--- src/hdl/sar_conversion_pkg.sv ---
// constants, states and register map of the successive-approximation conversion control
package sar_conversion_pkg;

   // clock
   localparam int CLK_NS = 4; // core_clk period in ns

   // converter resolution
   localparam int CODE_W = 16;
   localparam int BIT_IDX_W = 4;
   localparam logic [BIT_IDX_W-1:0] MSB_IDX = 4'hf;
   localparam logic [BIT_IDX_W-1:0] LSB_IDX = 4'h0;

   // throughput limits per mode, in ksps
   localparam int FAST_KSPS = 570;
   localparam int NORMAL_KSPS = 500;
   localparam int PULSED_KSPS = 444;
   localparam int NS_PER_MS = 1000000; // also ns per ksps-sample count

   // least start-to-start spacing, rounded up to whole cycles
   localparam int PERIOD_W = 10;
   localparam logic [PERIOD_W-1:0] FAST_PERIOD =
      PERIOD_W'((NS_PER_MS + FAST_KSPS * CLK_NS - 1) / (FAST_KSPS * CLK_NS));
   localparam logic [PERIOD_W-1:0] NORMAL_PERIOD =
      PERIOD_W'((NS_PER_MS + NORMAL_KSPS * CLK_NS - 1) / (NORMAL_KSPS * CLK_NS));
   localparam logic [PERIOD_W-1:0] PULSED_PERIOD =
      PERIOD_W'((NS_PER_MS + PULSED_KSPS * CLK_NS - 1) / (PULSED_KSPS * CLK_NS));
   localparam logic [PERIOD_W-1:0] PERIOD_SAT = 10'h3ff;

   // fastest-mode accuracy gap
   localparam int GAP_MS = 1;
   localparam int GAP_CYCLES_DEF = (GAP_MS * NS_PER_MS) / CLK_NS;

   // output codes
   localparam logic [CODE_W-1:0] CODE_FULL = 16'hffff;
   localparam logic [CODE_W-1:0] CODE_ZERO = 16'h0000;
   localparam logic [CODE_W-1:0] CODE_MSB = 16'h8000;
   localparam logic [CODE_W-1:0] CODE_ONE = 16'h0001;

   // register byte addresses
   localparam logic [7:0] REG_CTRL = 8'h00;
   localparam logic [7:0] REG_STATUS = 8'h04;
   localparam logic [7:0] REG_RESULT = 8'h08;

   // field positions
   localparam int CTRL_START_BIT = 0;
   localparam int STAT_BUSY_BIT = 0;
   localparam int STAT_STALE_BIT = 1;
   localparam int STAT_VALID_BIT = 2;

   // synchroniser lanes and their reset level
   localparam int SYNC_W = 7;
   localparam int SY_START = 0;
   localparam int SY_CODING = 1;
   localparam int SY_FAST = 2;
   localparam int SY_PULSED = 3;
   localparam int SY_COMP = 4;
   localparam int SY_OVER = 5;
   localparam int SY_UNDER = 6;
   localparam logic [SYNC_W-1:0] SYNC_RST = 7'h03; // start idles high, binary coding

   // conversion sequence
   typedef enum logic [4:0] {
      ST_ACQUIRE = 5'b00001,
      ST_OPEN    = 5'b00010,
      ST_CONNECT = 5'b00100,
      ST_TRIAL   = 5'b01000,
      ST_FINISH  = 5'b10000
   } conv_state_e;

endpackage
--- src/hdl/sar_conversion_control.sv ---
// successive-approximation conversion control with ahb-lite status and result registers
`timescale 1ns/1ns
module sar_conversion_control #(
   parameter int GAP_CYCLES = sar_conversion_pkg::GAP_CYCLES_DEF, // fastest-mode gap in cycles
   parameter int GAP_W = 18, // gap counter width
   parameter int STEP_CYCLES = 4 // settling per trial, covers comparator sync
) (
   // clock and reset
   input wire logic core_clk,
   input wire logic resetn,
   // ahb-lite slave
   input wire logic hsel,
   input wire logic [7:0] haddr,
   input wire logic [1:0] htrans,
   input wire logic hwrite,
   input wire logic [2:0] hsize,
   input wire logic [31:0] hwdata,
   input wire logic hready,
   output logic hreadyout,
   output logic hresp,
   output logic [31:0] hrdata,
   // conversion pins
   input wire logic convert_start_n,
   input wire logic coding_select,
   input wire logic fastest_rate_select,
   input wire logic pulsed_power_select,
   output logic busy,
   output logic [sar_conversion_pkg::CODE_W-1:0] result_code,
   // analog front end
   input wire logic comparator_high,
   input wire logic over_range,
   input wire logic under_range,
   output logic array_ground_switch,
   output logic dummy_ground_switch,
   output logic input_connect,
   output logic reference_ground_connect,
   output logic [sar_conversion_pkg::CODE_W-1:0] array_switches,
   output logic power_save
);
   import sar_conversion_pkg::*;

   localparam int STEP_W = 8;
   localparam logic [STEP_W-1:0] STEP_LAST = STEP_W'(STEP_CYCLES - 1);
   localparam logic [GAP_W-1:0] GAP_LIMIT = GAP_W'(GAP_CYCLES);
   localparam int CONV_BOUND = 400; // above any conversion length with sane settling
   localparam int START_BOUND = 600; // longest mode spacing plus sync margin, a held edge may wait this long

   // weight of one trial element
   function automatic logic [CODE_W-1:0] trial_bit(input logic [BIT_IDX_W-1:0] idx);
      trial_bit = CODE_ONE << idx;
   endfunction

   // least start spacing for the selected mode
   function automatic logic [PERIOD_W-1:0] period_for(input logic fast, input logic pulsed);
      if (fast) begin
         period_for = FAST_PERIOD;
      end else if (pulsed) begin
         period_for = PULSED_PERIOD;
      end else begin
         period_for = NORMAL_PERIOD;
      end
   endfunction

   // output code from the resolved value and range flags
   function automatic logic [CODE_W-1:0] format_code(input logic [CODE_W-1:0] raw, input logic over,
                                                      input logic under, input logic straight);
      logic [CODE_W-1:0] clamped;
      clamped = over ? CODE_FULL : (under ? CODE_ZERO : raw);
      format_code = straight ? clamped : (clamped ^ CODE_MSB);
   endfunction

   logic [SYNC_W-1:0] sync_meta; // first stage, read only by sync_q
   logic [SYNC_W-1:0] sync_q; // settled pin levels
   logic start_prev; // previous settled start level
   conv_state_e state; // conversion sequence
   logic [PERIOD_W-1:0] since_start; // cycles since last start
   logic [GAP_W-1:0] gap_count; // long-gap detector
   logic start_pending; // start edge waiting for acquisition end
   logic [CODE_W-1:0] trial; // kept bits plus bit under test
   logic [BIT_IDX_W-1:0] bit_idx; // bit under test
   logic [STEP_W-1:0] step_cnt; // settling counter in a trial
   logic conv_stale; // this fastest-mode conversion follows a long gap
   logic result_stale; // stale flag of the shown result
   logic result_valid; // new result not yet read
   logic wr_pend; // write data phase pending
   logic [7:0] wr_addr; // address of pending write
   logic sw_start; // software start pulse

   wire start_fall = start_prev & ~sync_q[SY_START];
   wire acq_done = since_start >= period_for(sync_q[SY_FAST], sync_q[SY_PULSED]);
   wire start_now = (state == ST_ACQUIRE) & acq_done &
                    (start_pending | start_fall | ~sync_q[SY_START] | sw_start);
   wire trial_end = (state == ST_TRIAL) & (step_cnt == STEP_LAST);
   wire ahb_go = hsel & htrans[1] & hready;
   wire read_result = ahb_go & ~hwrite & (haddr == REG_RESULT);

   // pins from outside pass two flops before use
   always_ff @(posedge core_clk) begin
      if (!resetn) begin
         sync_meta <= SYNC_RST;
         sync_q <= SYNC_RST;
         start_prev <= 1'b1;
      end else begin
         sync_meta <= {under_range, over_range, comparator_high, pulsed_power_select,
                       fastest_rate_select, coding_select, convert_start_n};
         sync_q <= sync_meta;
         start_prev <= sync_q[SY_START];
      end
   end

   // a falling edge during acquisition waits for its end; edges while busy are dropped
   always_ff @(posedge core_clk) begin
      if (!resetn) begin
         start_pending <= 1'b0;
      end else if (start_now) begin
         start_pending <= 1'b0;
      end else if ((state == ST_ACQUIRE) & (start_fall | sw_start)) begin
         start_pending <= 1'b1;
      end
   end

   // start spacing sets the throughput ceiling of each mode
   always_ff @(posedge core_clk) begin
      if (!resetn) begin
         since_start <= PERIOD_SAT; // first start allowed at once
      end else if (start_now) begin
         since_start <= PERIOD_W'(1);
      end else if (since_start != PERIOD_SAT) begin
         since_start <= since_start + PERIOD_W'(1);
      end
   end

   // long gaps spoil the first fastest-mode result; flagged for the host
   always_ff @(posedge core_clk) begin
      if (!resetn) begin
         gap_count <= GAP_LIMIT; // power-up counts as a long gap
         conv_stale <= 1'b0;
      end else if (start_now) begin
         gap_count <= '0;
         conv_stale <= sync_q[SY_FAST] & (gap_count >= GAP_LIMIT);
      end else if (gap_count < GAP_LIMIT) begin
         gap_count <= gap_count + GAP_W'(1);
      end
   end

   // conversion sequence
   always_ff @(posedge core_clk) begin
      if (!resetn) begin
         state <= ST_ACQUIRE;
      end else begin
         case (state)
            ST_ACQUIRE: begin
               if (start_now) begin
                  state <= ST_OPEN;
               end
            end
            ST_OPEN: begin
               state <= ST_CONNECT;
            end
            ST_CONNECT: begin
               state <= ST_TRIAL;
            end
            ST_TRIAL: begin
               if (trial_end && (bit_idx == LSB_IDX)) begin
                  state <= ST_FINISH;
               end
            end
            ST_FINISH: begin
               state <= ST_ACQUIRE;
            end
            default: begin
               state <= ST_ACQUIRE;
            end
         endcase
      end
   end

   // successive approximation, msb first
   always_ff @(posedge core_clk) begin
      if (!resetn) begin
         trial <= CODE_ZERO;
         bit_idx <= MSB_IDX;
         step_cnt <= '0;
      end else if (state == ST_CONNECT) begin
         trial <= trial_bit(MSB_IDX);
         bit_idx <= MSB_IDX;
         step_cnt <= '0;
      end else if (trial_end) begin
         step_cnt <= '0;
         if (bit_idx == LSB_IDX) begin
            trial <= sync_q[SY_COMP] ? trial : (trial & ~trial_bit(bit_idx));
         end else begin
            // keep or drop the tested bit, then try the next lower one
            trial <= (sync_q[SY_COMP] ? trial : (trial & ~trial_bit(bit_idx))) |
                     trial_bit(bit_idx - BIT_IDX_W'(1));
            bit_idx <= bit_idx - BIT_IDX_W'(1);
         end
      end else if (state == ST_TRIAL) begin
         step_cnt <= step_cnt + STEP_W'(1);
      end
   end

   // busy and result: code of this very conversion, no pipeline
   always_ff @(posedge core_clk) begin
      if (!resetn) begin
         busy <= 1'b0;
         result_code <= CODE_ZERO;
         result_stale <= 1'b0;
      end else if (start_now) begin
         busy <= 1'b1;
      end else if (state == ST_FINISH) begin
         busy <= 1'b0;
         result_code <= format_code(trial, sync_q[SY_OVER], sync_q[SY_UNDER], sync_q[SY_CODING]);
         result_stale <= conv_stale;
      end
   end

   // unread-result flag; a new result beats a read in the same cycle
   always_ff @(posedge core_clk) begin
      if (!resetn) begin
         result_valid <= 1'b0;
      end else if (state == ST_FINISH) begin
         result_valid <= 1'b1;
      end else if (read_result) begin
         result_valid <= 1'b0;
      end
   end

   // ahb address phase capture; zero wait states
   always_ff @(posedge core_clk) begin
      if (!resetn) begin
         wr_pend <= 1'b0;
         wr_addr <= 8'h00;
      end else begin
         wr_pend <= ahb_go & hwrite;
         wr_addr <= haddr;
      end
   end

   // read data registered at the address phase; unmapped reads give zero
   always_ff @(posedge core_clk) begin
      if (!resetn) begin
         hrdata <= 32'h0000_0000;
      end else if (ahb_go && !hwrite) begin
         case (haddr)
            REG_STATUS: begin
               hrdata <= 32'((32'(busy) << STAT_BUSY_BIT) | (32'(result_stale) << STAT_STALE_BIT) |
                             (32'(result_valid) << STAT_VALID_BIT));
            end
            REG_RESULT: begin
               hrdata <= 32'(result_code);
            end
            default: begin
               hrdata <= 32'h0000_0000; // control reads zero too
            end
         endcase
      end
   end

   // software start is a write pulse, nothing is stored
   always_comb begin
      sw_start = wr_pend & (wr_addr == REG_CTRL) & hwdata[CTRL_START_BIT];
   end

   // bus answers: always ready, always okay
   assign hreadyout = 1'b1;
   assign hresp = 1'b0;

   // switch drive follows the state: ground switches open before the array leaves the inputs
   assign array_ground_switch = (state == ST_ACQUIRE);
   assign dummy_ground_switch = (state == ST_ACQUIRE);
   assign input_connect = (state == ST_ACQUIRE) | (state == ST_OPEN);
   assign reference_ground_connect = (state == ST_CONNECT) | (state == ST_TRIAL) | (state == ST_FINISH);
   assign array_switches = (state == ST_TRIAL) ? trial : CODE_ZERO;
   assign power_save = (state == ST_ACQUIRE) & sync_q[SY_PULSED] & ~sync_q[SY_FAST] & ~start_now;
endmodule

--- config.mk ---
export PLATFORM = sky130hd
export DESIGN_NAME = sar_conversion_control
export DESIGN_NICKNAME = d
export VERILOG_FILES = /design/src/hdl/sar_conversion_pkg.sv /design/src/hdl/sar_conversion_control.sv
export SDC_FILE = /design/constraint.sdc
export NUM_CORES = 1
export LEC_CHECK = 0
export BUFFER_PORTS_ARGS = -buffer_cell sky130_fd_sc_hd__buf_2
export CORE_MARGIN = 4
export CORE_UTILIZATION = 35
export CTS_BUF_LIST = sky130_fd_sc_hd__clkbuf_16
export CTS_CLUSTER_SIZE = 8
export DETAILED_ROUTE_END_ITERATION = 8
export PLACE_DENSITY = 0.68
export SLEW_MARGIN = 5
export SYNTH_ARGS = -nofsm -noshare
export SYNTH_HDL_FRONTEND = slang
export SYNTH_SLANG_ARGS = --single-unit
--- constraint.sdc ---
create_clock -name core_clk -period 2.4 [get_ports core_clk]
set_input_delay 0.36 -clock core_clk [delete_from_list [all_inputs] [get_ports core_clk]]
set_output_delay 0.36 -clock core_clk [all_outputs]
set_load 0.03 [all_outputs]
==> impl_metrics.toml <==
[critical_path]
end_kind = "output pin"
start_kind = "flip-flop"
cp_cell_sequence = "or2_4, ha_4, nand3_2, a21oi_2, o221ai_2, a21oi_2, nor3_2, buf_4"
path_buf_inv = 1
slowest_stage = "dfxtp_4"
cp_slowest_stage_delay_ns = 0.36
cp_max_fo = 5
crit_required_ns = 2.04
cpMostUsedCell = "a21oi_2"
cp.arrival_ns = 2.04
critPathKind = "reg2out"
path_delay_family = "compound AO/OA/AOI/OAI gates"

[clock_network]
ctsRootBufferMaster = "clkbuf_16"
holdBufCountCts = 0
clk_latency_ns = 0.41
cts_buffers = 17
cts_sinks = 122
clockBufferDepth = 2
cts_tree = "done"
clk_pin_slew_ns = 0.05
htree_levels = 4

[power_and_ir_drop]
p_leak_nw = 2.73
powerDensity_nw_per_um2 = 832
ir_drop_mv = 0.552

[final_layout]
fin_nets = 746
n_antenna_cell = 0
drive_gt1_share_pct = 25.0
fill_cells = 1443
area_delta_synth_final_pct = 24.6

[drt]
dr_total_vias = 4432
drt_iter0_markers = 260
viasPerCell = 4.95
drc = 0
final_antenna_net_count = 0
first_pass_iters = 4
wire_per_inst_um = 14.3
wirelength_um = 12800

[logic_synthesis]
yosys_most_used_dff = "dfxtp_1"
netlist_instances = 594
synth_edf_count = 0
yosysUniqueCellTypes = 66
yosysSeqAreaShare_pct = 44.7
ys_ff_latch = 122
ys_async_sr_fraction_pct = 0
syn_area_per_cell_um2 = 9.19
yosysWarningCount = 0
synthesis.area_um2 = 5460

[grt]
antenna_found_initial = 0
grt_pass1_wl_um = 20200
grt_usage_pct = 14.1
grt_pass1_vias = 4065
grt_start_max_net_pins = 49
grt-ovfl-total = 0

[sta]
rsz0062_at_grt = "true"
maxSlewHeadroom_pct = 49.3
fmax_ghz = 0.417
min_period_ns = 2.40
finalCritPeriodShare_pct = 99.9
skew_ns = 0.00640
setup_tns_ns = 0
setup_viol = 0
timing.hold.ws_ns = 0.133
slew_violations = 0
hold_violations = 0
worstMarginPinSlew_ns = 0.753

[floorplanning]
fp.dieArea_um2 = 17700
die_w_um = 133
start_util_pct = 35.8
ios = 129
std_cell_rows = 45
fp.coreArea_um2 = 15300
die_h_um = 133

[place]
gp_congestion = 0.836
portBuffers = 75
dp_hpwl_um = 8730

[run]
drv_cap = 0

[hold_path]
min_path_type = "in2reg"

[outcome]
outcome = "finished, final reports clean"
per-stage QoR:
step | util [%] | std cells | cell area [um^2] | worst slack, ns | power [W]
after floorplan | - | 610 | 5530 | 0.0760 | 0.00316
final | 44.6 | 895 | 6800 | 0.00195 | 0.00566
after global routing | 44.6 | 895 | 6800 | -0.0748 | 0.00596
after detailed placement | 39.4 | 858 | 6020 | 0.204 | 0.00338
after global placement | 39.4 | 858 | 6020 | 0.207 | 0.00336
after CTS | 43.1 | 887 | 6580 | -0.0502 | 0.00561
routing by layer:
metal | vias to the layer above | global-route usage (%) | wire length [um]
met3 | 13 | 4.30 | 480
met5 | - | 0 | 0
li1 | 2252 | - | -
met2 | 82 | 22.1 | 6140
met1 | 2085 | 18.5 | 6040
met4 | 0 | 4.85 | 124
final cells by class:
type / count / area (um^2) / area share (%)
Multi-Input combinational cell: 419 / 2860 / 42.0
Sequential cell: 122 / 2460 / 36.1
Timing Repair Buffer: 100 / 671 / 9.86
Clock buffer: 17 / 425 / 6.25
Tap cell: 211 / 264 / 3.88
Clock inverter: 11 / 71.3 / 1.05
Inverter: 15 / 56.3 / 0.828
Yosys cell counts (3+ instances only):
cell         n  area, um^2
clkbuf_1    29         109
xnor2_1     10        87.6
ha_1        14         175
o2111ai_1    4        35.0
nor2_1      49         184
inv_1       15        56.3
a211oi_1    19         143
nand2b_1     8        50.1
o31ai_1      4        30.0
nand4_1     14        87.6
a222oi_1     3        30.0
buf_4       19         143
a22oi_1     12        90.1
a32o_1      14         140
nor2_2       9        56.3
nor3b_1      3        22.5
o21ai_0     24         120
mux2i_1      5        50.1
and3_1       7        43.8
o211ai_1     5        37.5
nand3_1     14        70.1
dfxtp_1    122        2440
nor3_1      20         100
or3_1        7        43.8
a21oi_1     24         120
xor2_1      20         175
and4_1       4        35.0
and2_1      37         231
nor4_1       6        37.5
nand2_1     25        93.8
power by group:
part,internal (W),total (W),switching [W]
sequential,0.00218,0.00234,0.000157
combinational,0.000482,0.00115,0.000671
clock,0.00136,0.00217,0.000813
worst paths after layout:
kind / startpoint / endpoint / slack (ns) / depth (start not counted)
setup / recovery: sync_q[2] / power_save / 0.002 / 8
hold / removal: coding_select / sync_meta[1] / 0.13 / 2
setup reg to reg: gap_count[13] / gap_count[11] / 0.24 / 5
hold reg to reg: sync_meta[1] / sync_q[1] / 0.40 / 1
worst reg2reg max path, cell delays in order, from the launching register on:
cell and delay (ns):
dfxtp_1 0.33, or4_1 0.54, nor3_2 0.37, o21ai_1 0.20, or3_1 0.39, a211oi_1 0.24
sequential cells by signal, indices dropped and copies added (netlist names):
signal	count
step_cnt	8
start_pending	1
wr_addr	8
result_stale	1
wr_pend	1
state	5
conv_stale	1
bit_idx	4
busy	1
start_prev	1
sync_q	7
since_start	10
result_code	16
hrdata	16
gap_count	18
result_valid	1
trial	16
sync_meta	7
kinds of logic after synthesis:
group / count (synthesis) / synth area share, %
XOR/XNOR: 30 / 4.81
AND/OR/NAND/NOR: 223 / 23.1
adder cells (fa/ha/maj): 14 / 3.21
multiplexers: 5 / 0.916
AO/OA/AOI/OAI: 129 / 16.7
other: 2 / 0.138
flip-flops: 122 / 44.7
buffers and inverters: 69 / 6.41
cell usage in the layout (no fill, tap or decap), drive strengths merged, types with 3 or more instances in the layout:
cell type,synthesis,routed
nor4,7,7
clkinv,0,5
clkbuf,30,17
conb,2,18
a21oi,25,25
and4,4,4
a222oi,3,3
o2111ai,4,4
dfxtp,122,122
a32o,14,14
inv,15,20
xor2,20,20
nand2b,8,8
nand2,25,25
o31ai,4,4
buf,24,100
or4,3,3
and2,38,38
nor3b,5,5
and3,7,7
xnor2,10,10
nand4,15,15
o211ai,5,5
a22oi,14,14
a211oi,19,19
or3,7,7
nor2,58,58
mux2i,5,5
ha,14,14
nand3,14,14
o21ai,26,26
nor3,22,22
timing repair:
item                                    CTS  global route
endpoints found under the setup margin    6            18
hold endpoints to repair                  0             0
gates cloned                              0             0
buffers inserted                          1             8
gates resized for setup                  19            56
pin swaps                                 8            12
Note: power is estimated with default switching activity, not from simulation.
